$ cat src/hdl/pia_pkg.sv
package pia_pkg;

  // mask and level encoding
  localparam int          MASK_W        = 3;
  localparam logic [2:0]  LVL_NMI       = 3'h7;   // fixed level of the non-maskable entry
  localparam logic [2:0]  LVL_TOP_MASKB = 3'h6;   // highest level a maskable source may hold
  localparam logic [2:0]  LVL_OFF       = 3'h0;   // level that never wins
  localparam logic [2:0]  MASK_RESET    = 3'h7;   // mask value after reset
  localparam logic [2:0]  MASK_ALL      = 3'h7;   // mask value loaded by the mask-all instruction

  // vector numbering
  localparam logic [7:0]  VEC_NMI       = 8'h20;  // vector of the non-maskable entry
  localparam logic [7:0]  VEC_CHAN_BASE = 8'h28;  // vector of maskable channel 0
  localparam logic [7:0]  VEC_CHAN_STEP = 8'h04;  // vector spacing between channels
  localparam logic [7:0]  DMA_VEC_RESET = 8'h00;  // transfer-engine start vector after reset

  // vector table: 256 bytes at the top of a 24-bit space
  localparam logic [15:0] VEC_TABLE_HI  = 16'hffff;

  // acceptance length in states, by stack bus / vector bus width
  localparam int          CNT_W         = 6;
  localparam logic [5:0]  STATES_S8_V8  = 6'h23;  // 35
  localparam logic [5:0]  STATES_S8_V16 = 6'h1f;  // 31
  localparam logic [5:0]  STATES_S16_V8 = 6'h1d;  // 29
  localparam logic [5:0]  STATES_S16_V16 = 6'h19; // 25

  // defaults for the top module parameters
  localparam int          N_CHAN_DEF    = 22;
  localparam int          NEST_W_DEF    = 8;

  // sequencer states
  typedef enum logic [0:0] {
    PIA_IDLE,
    PIA_SEQ
  } pia_state_e;

endpackage : pia_pkg

$ cat src/hdl/pia_arb_if.sv
`timescale 1ns/1ps
// pending requests in, single winner out
interface pia_arb_if #(
  parameter int E  = 23,
  parameter int IW = $clog2(E)
);
  logic [E-1:0]       req;        // latched requests
  logic [E-1:0][2:0]  lvl;        // per-entry level
  logic               win_valid;  // some entry competes
  logic [IW-1:0]      win_idx;    // winning entry
  logic [2:0]         win_lvl;    // winning level

  modport arb  (input req, lvl, output win_valid, win_idx, win_lvl);
  modport user (output req, lvl, input win_valid, win_idx, win_lvl);
endinterface : pia_arb_if

$ cat src/hdl/pia_prio_tree.sv
`timescale 1ns/1ps
// highest level wins; on a tie the lowest index (smallest vector) wins
module pia_prio_tree #(
  parameter int E  = 23,
  parameter int IW = $clog2(E)
) (
  pia_arb_if.arb a
);

  logic          found;     // any requesting entry with a nonzero level
  logic [2:0]    best_lvl;  // running best level
  logic [IW-1:0] best_idx;  // running best index

  // scan downward so a lower index overrides an equal level
  always_comb begin
    found    = 1'b0;
    best_lvl = pia_pkg::LVL_OFF;
    best_idx = '0;
    for (int i = E - 1; i >= 0; i--) begin
      if (a.req[i] && (a.lvl[i] != pia_pkg::LVL_OFF) && (a.lvl[i] >= best_lvl)) begin
        found    = 1'b1;
        best_lvl = a.lvl[i];
        best_idx = IW'(i);
      end
    end
  end

  assign a.win_valid = found;
  assign a.win_idx   = best_idx;
  assign a.win_lvl   = best_lvl;

endmodule : pia_prio_tree

$ cat src/hdl/pia_top.sv
`timescale 1ns/1ps
module pia_top #(
  parameter int N_CHAN = pia_pkg::N_CHAN_DEF,
  parameter int NEST_W = pia_pkg::NEST_W_DEF,
  parameter int CW     = $clog2(N_CHAN)
) (
  input  wire logic              clk,
  input  wire logic              resetn,
  input  wire logic              nmi_req,
  input  wire logic [N_CHAN-1:0] chan_req,
  input  wire logic              cfg_we,
  input  wire logic [CW-1:0]     cfg_chan,
  input  wire logic [2:0]        cfg_level,
  input  wire logic [7:0]        cfg_dma_vec,
  input  wire logic              clr_we,
  input  wire logic [CW-1:0]     clr_chan,
  input  wire logic              mask_set_instr,
  input  wire logic [2:0]        mask_set_value,
  input  wire logic              mask_all_instr,
  input  wire logic              software_trap_instr,
  input  wire logic [7:0]        trap_vector,
  input  wire logic              return_from_interrupt_instr,
  input  wire logic [2:0]        return_mask_value,
  input  wire logic              stack_bus16,
  input  wire logic              vector_bus16,
  output logic                   irq_request,
  output logic [2:0]             irq_level,
  output logic [2:0]             cpu_interrupt_mask,
  output logic [NEST_W-1:0]      interrupt_nesting_counter,
  output logic                   vector_ack,
  output logic [7:0]             vector_value,
  output logic [7:0]             dma_start_vector,
  output logic                   stack_push,
  output logic                   stack_pop,
  output logic                   accept_busy,
  output logic                   handler_go,
  output logic [23:0]            handler_addr
);

  localparam int E  = N_CHAN + 1;   // entry 0 is the non-maskable source
  localparam int IW = $clog2(E);

  ////////////////////////////////////////////////////////////////////////////
  // channel state

  logic [E-1:0]            req_reg;   // request latches
  logic [E-1:0]            req_next;
  logic [E-1:0][2:0]       lvl_reg;   // programmed levels
  logic [E-1:0][2:0]       lvl_next;
  logic [N_CHAN-1:0][7:0]  dmav_reg;  // transfer-engine start vectors
  logic [N_CHAN-1:0][7:0]  dmav_next;
  logic [E-1:0]            set_vec;   // incoming request pulses per entry
  logic                    take_irq;  // winner delivered this cycle

  pia_arb_if #(.E(E), .IW(IW)) arb_bus ();  // carrier ahead of its readers
  assign set_vec = {chan_req, nmi_req};

  // latch, level and start-vector per channel; set beats any clear
  always_comb begin
    req_next  = req_reg;
    lvl_next  = lvl_reg;
    dmav_next = dmav_reg;
    for (int i = 0; i < E; i++) begin
      // delivery clears the winner only
      if (take_irq && (arb_bus.win_idx == IW'(i))) begin
        req_next[i] = 1'b0;
      end
      // software clear reaches maskable channels only
      if (clr_we && (i > 0) && (clr_chan == CW'(i - 1))) begin
        req_next[i] = 1'b0;
      end
      if (set_vec[i]) begin
        req_next[i] = 1'b1;
      end
    end
    if (cfg_we) begin
      // 7 belongs to the non-maskable entry; a maskable 7 is parked as off
      lvl_next[cfg_chan + 1] = (cfg_level > pia_pkg::LVL_TOP_MASKB) ?
                               pia_pkg::LVL_OFF : cfg_level;
      dmav_next[cfg_chan]    = cfg_dma_vec;
    end
    lvl_next[0] = pia_pkg::LVL_NMI;
  end

  // register the channel state
  always_ff @(posedge clk) begin
    if (!resetn) begin
      req_reg  <= '0;
      lvl_reg  <= '0;
      dmav_reg <= '0;
    end else begin
      req_reg  <= req_next;
      lvl_reg  <= lvl_next;
      dmav_reg <= dmav_next;
    end
  end

  ////////////////////////////////////////////////////////////////////////////
  // arbitration

  assign arb_bus.req = req_reg;
  assign arb_bus.lvl = lvl_reg;

  pia_prio_tree #(.E(E), .IW(IW)) u_tree (
    .a (arb_bus)
  );

  // vector number of an entry
  function automatic logic [7:0] entry_vec(input logic [IW-1:0] idx);
    if (idx == '0) begin
      entry_vec = pia_pkg::VEC_NMI;
    end else begin
      entry_vec = 8'(int'(pia_pkg::VEC_CHAN_BASE) +
                     int'(pia_pkg::VEC_CHAN_STEP) * (int'(idx) - 1));
    end
  endfunction : entry_vec

  ////////////////////////////////////////////////////////////////////////////
  // acceptance sequencer

  pia_pkg::pia_state_e  state_reg, state_next;
  logic [5:0]           cnt_reg, cnt_next;     // states left in the sequence
  logic [2:0]           mask_reg, mask_next;
  logic [NEST_W-1:0]    nest_reg, nest_next;
  logic [7:0]           vec_reg, vec_next;     // vector of the running acceptance
  logic [2:0]           plvl_reg, plvl_next;
  logic                 preq_reg, preq_next;
  logic                 ack_reg, ack_next;
  logic [7:0]           ackv_reg, ackv_next;
  logic [7:0]           dmao_reg, dmao_next;
  logic                 push_reg, push_next;
  logic                 pop_reg, pop_next;
  logic                 hgo_reg, hgo_next;
  logic [23:0]          haddr_reg, haddr_next;

  logic       idle;
  logic       seq_end;
  logic       accept_ok;   // winner beats the mask
  logic       instr_any;
  logic       take_trap;
  logic       do_set;
  logic       do_all;
  logic       do_return_from_interrupt_instr;
  logic [5:0] seq_len;     // states for the current bus widths
  logic [2:0] mask_after;  // mask after a maskable acceptance

  assign idle    = (state_reg == pia_pkg::PIA_IDLE);
  assign seq_end = (state_reg == pia_pkg::PIA_SEQ) && (cnt_reg == '0);

  // strict compare keeps same-level requests out; level 7 always passes
  assign accept_ok = arb_bus.win_valid &&
                     ((arb_bus.win_lvl > mask_reg) ||
                      (arb_bus.win_lvl == pia_pkg::LVL_NMI));

  // instructions only happen between acceptances; an instruction cycle
  // defers a pending request by one cycle (after a trap: to the end of its sequence) rather than racing it
  assign instr_any = software_trap_instr | mask_set_instr | mask_all_instr |
                     return_from_interrupt_instr;
  assign take_trap = idle && software_trap_instr;
  assign take_irq  = accept_ok && ((idle && !instr_any) || seq_end);
  assign do_set    = idle && mask_set_instr && !software_trap_instr;
  assign do_all    = idle && mask_all_instr && !software_trap_instr && !mask_set_instr;
  assign do_return_from_interrupt_instr   = idle && return_from_interrupt_instr && !software_trap_instr &&
                     !mask_set_instr && !mask_all_instr;

  assign seq_len = stack_bus16 ?
                   (vector_bus16 ? pia_pkg::STATES_S16_V16 : pia_pkg::STATES_S16_V8) :
                   (vector_bus16 ? pia_pkg::STATES_S8_V16  : pia_pkg::STATES_S8_V8);

  // level plus one, held at 7
  assign mask_after = (arb_bus.win_lvl >= pia_pkg::LVL_TOP_MASKB) ?
                      pia_pkg::MASK_ALL : (arb_bus.win_lvl + 3'h1);

  // next values of the sequencer
  always_comb begin
    state_next = state_reg;
    cnt_next   = cnt_reg;
    mask_next  = mask_reg;
    nest_next  = nest_reg;
    vec_next   = vec_reg;
    ackv_next  = ackv_reg;
    dmao_next  = dmao_reg;
    haddr_next = haddr_reg;
    ack_next   = 1'b0;
    push_next  = 1'b0;
    pop_next   = 1'b0;
    hgo_next   = 1'b0;
    plvl_next  = arb_bus.win_valid ? arb_bus.win_lvl : pia_pkg::LVL_OFF;
    preq_next  = accept_ok;
    unique case (state_reg)
      pia_pkg::PIA_IDLE: begin
        if (do_set) begin
          mask_next = mask_set_value;
        end else if (do_all) begin
          mask_next = pia_pkg::MASK_ALL;
        end else if (do_return_from_interrupt_instr) begin
          // status register comes back from the stack with its mask
          pop_next  = 1'b1;
          mask_next = return_mask_value;
          if (nest_reg != '0) begin
            nest_next = nest_reg - 1'b1;
          end
        end
      end
      pia_pkg::PIA_SEQ: begin
        if (cnt_reg != '0) begin
          cnt_next = cnt_reg - 1'b1;
        end else if (!take_irq) begin
          // branch through the table entry of the captured vector
          hgo_next   = 1'b1;
          haddr_next = {pia_pkg::VEC_TABLE_HI, vec_reg};
          state_next = pia_pkg::PIA_IDLE;
        end
      end
    endcase
    // start (or nested restart) of an acceptance
    if (take_trap || take_irq) begin
      state_next = pia_pkg::PIA_SEQ;
      cnt_next   = seq_len - 6'h01;
      push_next  = 1'b1;
      if (nest_reg != '1) begin
        nest_next = nest_reg + 1'b1;
      end
      if (take_trap) begin
        vec_next = trap_vector;
      end else begin
        vec_next  = entry_vec(arb_bus.win_idx);
        ackv_next = entry_vec(arb_bus.win_idx);
        ack_next  = 1'b1;
        dmao_next = (arb_bus.win_idx == '0) ? pia_pkg::DMA_VEC_RESET :
                    dmav_reg[arb_bus.win_idx - 1'b1];
        mask_next = mask_after;
      end
    end
  end

  // register the sequencer
  always_ff @(posedge clk) begin
    if (!resetn) begin
      state_reg <= pia_pkg::PIA_IDLE;
      cnt_reg   <= '0;
      mask_reg  <= pia_pkg::MASK_RESET;
      nest_reg  <= '0;
      vec_reg   <= '0;
      plvl_reg  <= pia_pkg::LVL_OFF;
      preq_reg  <= 1'b0;
      ack_reg   <= 1'b0;
      ackv_reg  <= '0;
      dmao_reg  <= pia_pkg::DMA_VEC_RESET;
      push_reg  <= 1'b0;
      pop_reg   <= 1'b0;
      hgo_reg   <= 1'b0;
      haddr_reg <= '0;
    end else begin
      state_reg <= state_next;
      cnt_reg   <= cnt_next;
      mask_reg  <= mask_next;
      nest_reg  <= nest_next;
      vec_reg   <= vec_next;
      plvl_reg  <= plvl_next;
      preq_reg  <= preq_next;
      ack_reg   <= ack_next;
      ackv_reg  <= ackv_next;
      dmao_reg  <= dmao_next;
      push_reg  <= push_next;
      pop_reg   <= pop_next;
      hgo_reg   <= hgo_next;
      haddr_reg <= haddr_next;
    end
  end

  // outputs straight from flops
  assign irq_request               = preq_reg;
  assign irq_level                 = plvl_reg;
  assign cpu_interrupt_mask        = mask_reg;
  assign interrupt_nesting_counter = nest_reg;
  assign vector_ack                = ack_reg;
  assign vector_value              = ackv_reg;
  assign dma_start_vector          = dmao_reg;
  assign stack_push                = push_reg;
  assign stack_pop                 = pop_reg;
  assign accept_busy               = (state_reg == pia_pkg::PIA_SEQ);
  assign handler_go                = hgo_reg;
  assign handler_addr              = haddr_reg;
endmodule : pia_top

$ cat config.mk
export PLATFORM = sky130hd
export DESIGN_NAME = pia_top
export DESIGN_NICKNAME = d
export VERILOG_FILES = /design/src/hdl/pia_pkg.sv /design/src/hdl/pia_arb_if.sv /design/src/hdl/pia_prio_tree.sv /design/src/hdl/pia_top.sv
export SDC_FILE = /design/constraint.sdc
export NUM_CORES = 1
export LEC_CHECK = 0
export ABC_AREA = 1
export ABC_CLOCK_PERIOD_IN_PS = 23200
export BUFFER_PORTS_ARGS = -buffer_cell sky130_fd_sc_hd__buf_2
export CORE_AREA = 2 2 252 204
export CTS_BUF_LIST = sky130_fd_sc_hd__clkbuf_4
export DETAILED_ROUTE_END_ITERATION = 10
export DIE_AREA = 0 0 254 206
export GPL_ROUTABILITY_DRIVEN = 0
export PLACE_DENSITY = 0.59
export SLEW_MARGIN = 10
export SYNTH_ARGS = -nofsm -noshare
export SYNTH_HDL_FRONTEND = slang
export SYNTH_SLANG_ARGS = --single-unit
$ cat constraint.sdc
create_clock -name clk -period 23.2 [get_ports clk]
set_input_delay 3.48 -clock clk [delete_from_list [all_inputs] [get_ports clk]]
set_output_delay 3.48 -clock clk [all_outputs]
set_load 0.03 [all_outputs]
==> impl_results.md, run 1 <==
- Worst Setup SP: arb_bus.req[22]$_SDFFE_PN0P_
- Non-filler cells, final: approximately 3.5k
- Shortest period the worst path allows: around 22 ns
- DR vias/cell: approximately 5
- Setup tns final: 0 ns
- # rows: 74
- Clk buf depth: 3
- Max Fclk: approximately 45 MHz
- Post-DP HPWL: between 30 and 40 mm
- CTS clk-pin slew, worst paths: 0.07 ns
- Int Pwr: a little under 1 mW
- Reg-to-reg startpoint: arb_bus.req[22]$_SDFFE_PN0P_
- DRC viols: 0
- R2R depth: 199
- Total gr overflow: 0
- Register area share after synthesis: ~37%
- GRT Util Overall: 21.5%
- Setup crit end: cnt_reg[4]$_SDFFE_PN0P_
- Worst-margin pin slew: between 1 and 1.5 ns
- Netlist cell types: between 50 and 60
- Switch share: 35.0%
- WP data required: 23.83 ns
- Startpoint type of the worst setup path: register
- Final wirelength: 58.8 mm
- Die Span Y: roughly 200 um
- Ys flop type: dfxtp_1
- Largest register FFs: roughly 180
- Crit path largest cell delay: slightly below 0.4 ns
- Num CTS Buffers: between 80 and 90
- Crit Path Category: register to register
- Root buffer cell: clkbuf_4
- Yosys warns: 0
- Part of the cycle the worst path needs: 95.8%
- Comb pwr share: 24.9%
- Critical path's most frequent cell: nand2_2
- Setup crit end kind: register
- Syn-to-layout area delta: 19.3%
- Final number of max-transition violations: 0
- DR WL/cell: 16.9 um
- Placed cell areas: around 18000 um2
- Final worst setup slack: just under 1 ns
- Initial drt markers: 1710
- Cell count after placement: about 3.3k
- Slowest CP cell: dfxtp_2
- CTS tree: yes
- Max-slew headroom: 21.7%
- Synth Instances: approximately 2.6k
- First-pass GRT wire length: roughly 89 mm
- Clk_skew: about 0.044 ns
- Final setup fails: 0
- Reg-to-reg slack, setup: a little under 1 ns
- Core ar.: roughly 50000 um2
- Vias in the first global route: around 17k
- Dpl ws: -1.15 ns
- CP top delay family: simple AND/OR/NAND/NOR gates
- Clk sinks: around 320
- Reg-to-reg endpoint: cnt_reg[4]$_SDFFE_PN0P_
- Mapped Area: 17300 um2
- Final instance area: slightly above 20000 um2
- Asr flop ratio synth: 0%
- Post-synth top area share: a little under two fifths
- Layout cells sized above 1: approximately a fifth
- Final nets: roughly 2.9k
- Commonest cells in the netlist: nor2_1 (485), nand2_1 (373), dfxtp_1 (323), o21ai_0 (319), nand3_1 (247)
- Synth area leader: dfxtp_1
- Sw Pwr: between 0.5 and 0.6 mW
- DR pass1 iterations: 5
- Die Area: 52300 um2
- Die width: about 250 um
- Largest net degree at the start of global routing: between 100 and 150
- Top-count cell post-synth: nor2_1
- Hold Path Class: register to register
- Max VDD drop: a little under 0.04 mV
- Syn avg cell area: roughly 6.7 um2
- P_leak: between 9 and 10 nW
- P per Cell Area: 72.1 nW/um2
- Critical path buffer and inverter count: 34
- Via count: approximately 18k
- Top post-synthesis cells by area: dfxtp_1 (37%), nor2_1 (11%), o21ai_0 (9.2%)
- CTS Hold Bufs: 0
- Clk_lat worst skew: 0.80 ns
- Clock share of power: 35.6%
- Status: finished clean
- Flop pwr share: roughly two fifths
- Initial antenna violation count: 2
- Htree depth: 3
- Initial Util: between 30% and 40%
- Final ANT Viol Nets: 0
- Critical Path AT: approximately 23 ns
- Post-synth EDFFs: 0
- Final hold violations: 0
- Critical path depth in cells: slightly below 200
- Reported max-cap violation count: 0
- I/O pin count: 128
- Crit Path Max Fanout: 7
- Register bit total from synthesis: ~320
- Port Buf Inserts: 125
## tightest hold or removal path, delay by kind of cell (launching register included)
family          cells  cell delay, ns
compound gates      1            0.06
flops               1            0.29
buf+inv             1            0.05
## repair_timing
action,in CTS,in global routing
endpoints found under the setup margin,79,79
gates cloned,0,2
setup buffers,3,69
pin swaps,8,102
resized for setup,39,159
## power by group through the flow
stage / Sequential, mW / Combinational (mW) / Clock [mW]
floorplan: 0.607 / 0.219 / 0
global placement: 0.599 / 0.322 / 0
detailed placement: 0.599 / 0.326 / 0
CTS: 0.587 / 0.333 / 0.543
global route: 0.590 / 0.403 / 0.571
finish: 0.588 / 0.371 / 0.530
## per-stage QoR
stage | hold WS (ns) | power, mW | utilization, %
floorplan | 0.424 | 0.826 | -
global placement | 0.437 | 0.921 | 36.5
detailed placement | 0.444 | 0.925 | 36.5
CTS | 0.454 | 1.46 | 39.0
global route | 0.475 | 1.56 | 41.1
finish | 0.455 | 1.49 | 41.1
## layout by cell type (no fill, tap or decap), types with 4 or more instances in the layout
cell type    n
a21oi_1    141
a21oi_2      7
a221oi_1     4
a31oi_1     21
buf_2      124
buf_4       93
clkbuf_4   124
clkinv_1    28
dfxtp_1    319
ha_1        46
ha_4         5
inv_1      214
inv_2       25
inv_4        4
nand2_1    345
nand2_2     70
nand2_4     28
nand3_1    244
nand3_2     22
nand3_4      8
nand3b_1     6
nand4_1      9
nor2_1     474
nor2_2       9
nor2_4       5
nor3_1       7
o211ai_1     7
o21a_1       5
o21ai_0    282
o21ai_1     18
o21ai_2     23
o21ai_4      5
o31a_1       5
or2_2        4
xor2_1       6
## area by class of cell
cell class | count | area [um2]
Antenna cell | 1 | 2.50
Clock buffer | 124 | 931
Clock inverter | 25 | 179
Fill cell | 5218 | 29500
Inverter | 255 | 982
Multi-Input combinational cell | 1851 | 9750
Sequential cell | 323 | 6470
Tap cell | 684 | 856
Timing Repair Buffer | 226 | 1480
## worst min path at each step
stage | cells past startpoint | startpoint | end
global route | 2 | dmav_reg[72]$_SDFFE_PN0P_ | dmav_reg[72]$_SDFFE_PN0P_
finish | 2 | vec_reg[6]$_SDFFE_PN0N_ | handler_addr[6]$_SDFFE_PN0P_
CTS | 2 | dmav_reg[32]$_SDFFE_PN0P_ | dmav_reg[32]$_SDFFE_PN0P_
detailed placement | 2 | dmav_reg[32]$_SDFFE_PN0P_ | dmav_reg[32]$_SDFFE_PN0P_
global placement | 2 | dmav_reg[135]$_SDFFE_PN0P_ | dmav_reg[135]$_SDFFE_PN0P_
floorplan | 2 | dmav_reg[135]$_SDFFE_PN0P_ | dmav_reg[135]$_SDFFE_PN0P_
## metal layers
layer / share of wire (%) / up-vias / global-route usage [%]
li1: - / 8778 / -
met3: 7.3 / 131 / 4.14
met2: 44 / 718 / 33.2
met5: 0 / - / 0
met4: 3.1 / 0 / 8.30
met1: 46 / 8325 / 29.4
## kinds of logic after synthesis
family	Yosys count	share of synthesized area, %
AOI/OAI and AO/OA	544	16.7
xor gates and xnor gates	10	0.658
adders and majority gates	52	3.76
buffers and inverters	406	9.67
DFF	323	37.3
other	1	0.0217
and+or+nand+nor	1243	31.8
Note: power is estimated with default switching activity, not from simulation.
==> inputs of run 2 (changes only) <==
Settings changed: CORE_AREA 2 2 252 204 to 4 4 254 206, CTS_BUF_LIST sky130_fd_sc_hd__clkbuf_4 to not set, CTS_CLUSTER_DIAMETER set to 40, DIE_AREA 0 0 254 206 to 0 0 258 210.
==> impl_results.md, run 2 (same netlist as run 1, synthesis figures left out) <==
- DRC viols: 0 (unchanged)
- WP data required: 23.71 ns (was 23.83 ns)
- Part of the cycle the worst path needs: 95.3% (was 95.8%)
- P_leak: 9.48 nW (was 9.28 nW)
- Core ar.: 49600 um2 (was 50200 um2)
- Max-slew headroom: 18.1% (was 21.7%)
- Clk sinks: 323 (unchanged)
- DR pass1 iterations: 5 (unchanged)
- Reported max-cap violation count: 0 (unchanged)
- # diodes: 0 (was 1)
- Dpl ws: -1.17 ns (was -1.15 ns)
- Crit Path Category: register to register (unchanged)
- Final ANT Viol Nets: 0 (unchanged)
- Final wirelength: 59.3 mm (was 58.8 mm)
- Clk_skew: 0.0374 ns (was 0.0438 ns)
- Commonest cells after routing, fill and taps aside: nor2_1 (479), nand2_1 (357), dfxtp_1 (319) (was nor2_1 (474), nand2_1 (345), dfxtp_1 (319))
- Commonest non-fill, non-tap cell in the layout: nor2_1 (unchanged)
- DR vias/cell: 5.21 (was 5.15)
- Critical path buffer and inverter count: 35 (was 34)
- Vias in the first global route: 16.5k (was 16.7k)
- Crit Path Max Fanout: 9 (was 7)
- Largest register FFs: 176 (unchanged)
- Initial antenna violation count: 0 (was 2)
- Min-delay src: dmav_reg[8]$_SDFFE_PN0P_ (was vec_reg[6]$_SDFFE_PN0N_)
- CP top delay family: simple AND/OR/NAND/NOR gates (unchanged)
- Max VDD drop: 0.0506 mV (was 0.0394 mV)
- Syn-to-layout area delta: 22.5% (was 19.3%)
- Post-DP HPWL: 38.5 mm (was 38.3 mm)
- Final setup fails: 0 (unchanged)
- Met3 wire len: 4.02 mm (was 4.29 mm)
- Final hold violations: 0 (unchanged)
- Crit path largest cell delay: 0.37 ns (was 0.39 ns)
- Hold Path Class: register to register (unchanged)
- Slowest CP cell: ha_1 (was dfxtp_2)
- Comb pwr share: 20.8% (was 24.9%)
- Reg-to-reg startpoint: arb_bus.lvl[66]$_SDFFE_PN0P_ (was arb_bus.req[22]$_SDFFE_PN0P_)
- Status: finished clean (unchanged)
- Startpoint type of the worst setup path: register (unchanged)
- P per Cell Area: 82.6 nW/um2 (was 72.1 nW/um2)
- Clk_lat worst skew: 0.62 ns (was 0.80 ns)
- Final worst setup slack: 1.10 ns (was 0.972 ns)
- Setup crit end kind: register (unchanged)
- Clock share of power: 45.6% (was 35.6%)
- Sw Pwr: 0.567 mW (was 0.521 mW)
- GRT Util Overall: 20.4% (was 21.5%)
- Worst Setup SP: arb_bus.lvl[66]$_SDFFE_PN0P_ (was arb_bus.req[22]$_SDFFE_PN0P_)
- Die Span Y: 210 um (was 206 um)
- Root buffer cell: clkbuf_16 (was clkbuf_4)
- CTS clk-pin slew, worst paths: 0.05 ns (was 0.07 ns)
- Clk buf depth: 3 (unchanged)
- Flop pwr share: 33.6% (was 39.5%)
- Cell count after placement: 3259 (was 3265)
- Max Fclk: 45.2 MHz (was 45.0 MHz)
- Met2 WL: 26.0 mm (was 25.7 mm)
- Shortest period the worst path allows: 22.10 ns (was 22.23 ns)
- Htree depth: 2 (was 3)
- Largest net degree at the start of global routing: 141 (was 146)
- Initial drt markers: 1571 (was 1710)
- Non-filler cells, final: 3417 (was 3489)
- Total gr overflow: 0 (unchanged)
- I/O pin count: 128 (unchanged)
- Worst-margin pin slew: 1.23 ns (was 1.17 ns)
- Critical Path AT: 22.61 ns (was 22.86 ns)
- Routed length on met1: 27.6 mm (was 27.0 mm)
- Num CTS Buffers: 52 (was 89)
- CTS tree: yes (unchanged)
- Die Area: 54200 um2 (was 52300 um2)
- Int Pwr: 1.18 mW (was 0.968 mW)
- Switch share: 32.4% (was 35.0%)
- CTS Hold Bufs: 0 (unchanged)
- Final nets: 2821 (was 2866)
- Critical path's most frequent cell: nand2_2 (unchanged)
- Die width: 258 um (was 254 um)
- Layout cells sized above 1: 19.0% (was 21.1%)
- DR WL/cell: 17.3 um (was 16.9 um)
- Initial Util: 34.9% (was 34.5%)
- Final number of max-transition violations: 0 (unchanged)
- Via count: 17.8k (was 18.0k)
- Top sig layer: met4 (unchanged)
- Port Buf Inserts: 125 (unchanged)
- # rows: 73 (was 74)
- First-pass GRT wire length: 90.0 mm (was 89.0 mm)
run 2: layout make-up:
| class | instances | area [um2] |
|---|---|---|
| clock inverters | 37 | 444 |
| flip-flops and latches | 323 | 6470 |
| inverters | 255 | 972 |
| repair buffers | 218 | 1450 |
| fillers | 4998 | 28400 |
| well taps | 675 | 845 |
| multi-input cells | 1851 | 9690 |
| clock buffers | 58 | 1330 |
run 2: layer usage:
layer | vias up | track usage [%]
li1 | 8678 | -
met1 | 8372 | 29.1
met2 | 645 | 31.4
met3 | 121 | 3.39
met4 | 0 | 6.77
met5 | - | 0
run 2: through the flow:
step | setup TNS [ns] | utilization [%] | power [mW] | hold slack, ns | area (um2)
floorplan | 0 | - | 0.826 | 0.424 | 17300
global placement | 0 | 37.0 | 0.920 | 0.443 | 18300
detailed placement | -61.25 | 37.0 | 0.924 | 0.448 | 18300
CTS | 0 | 41.0 | 1.74 | 0.457 | 20300
global route | -25.67 | 42.8 | 1.82 | 0.463 | 21200
finish | 0 | 42.8 | 1.75 | 0.456 | 21200
run 2: worst paths after layout:
check	depth (start not counted)	endpoint	slack, ns
setup / recovery	192	vec_reg[6]$_SDFFE_PN0N_	1.10
hold / removal	2	dmav_reg[8]$_SDFFE_PN0P_	0.46
setup reg to reg	192	vec_reg[6]$_SDFFE_PN0N_	1.10
hold reg to reg	2	dmav_reg[8]$_SDFFE_PN0P_	0.46
run 2: worst register-to-register path: cells and delay by family, from the launching register on:
kind,cells,cell delay (ns)
adders and majority gates,22,6.07
DFF,1,0.33
and+or+nand+nor,86,7.08
buffers and inverters,35,2.54
AOI/OAI and AO/OA,49,5.96
run 2: what timing repair did:
action,4_1_cts,5_1_grt
pin swaps,9,72
cloned,2,0
gates resized for setup,43,117
setup buffers,5,56
endpoints found under the setup margin,79,79
run 2: power by group through the flow:
stage / logic [mW] / registers [mW] / clock network [mW]
6_report: 0.365 / 0.589 / 0.798
3_3_place_gp: 0.321 / 0.599 / 0
2_1_floorplan: 0.219 / 0.607 / 0
4_1_cts: 0.340 / 0.588 / 0.811
3_5_place_dp: 0.324 / 0.599 / 0
5_1_grt: 0.394 / 0.591 / 0.837
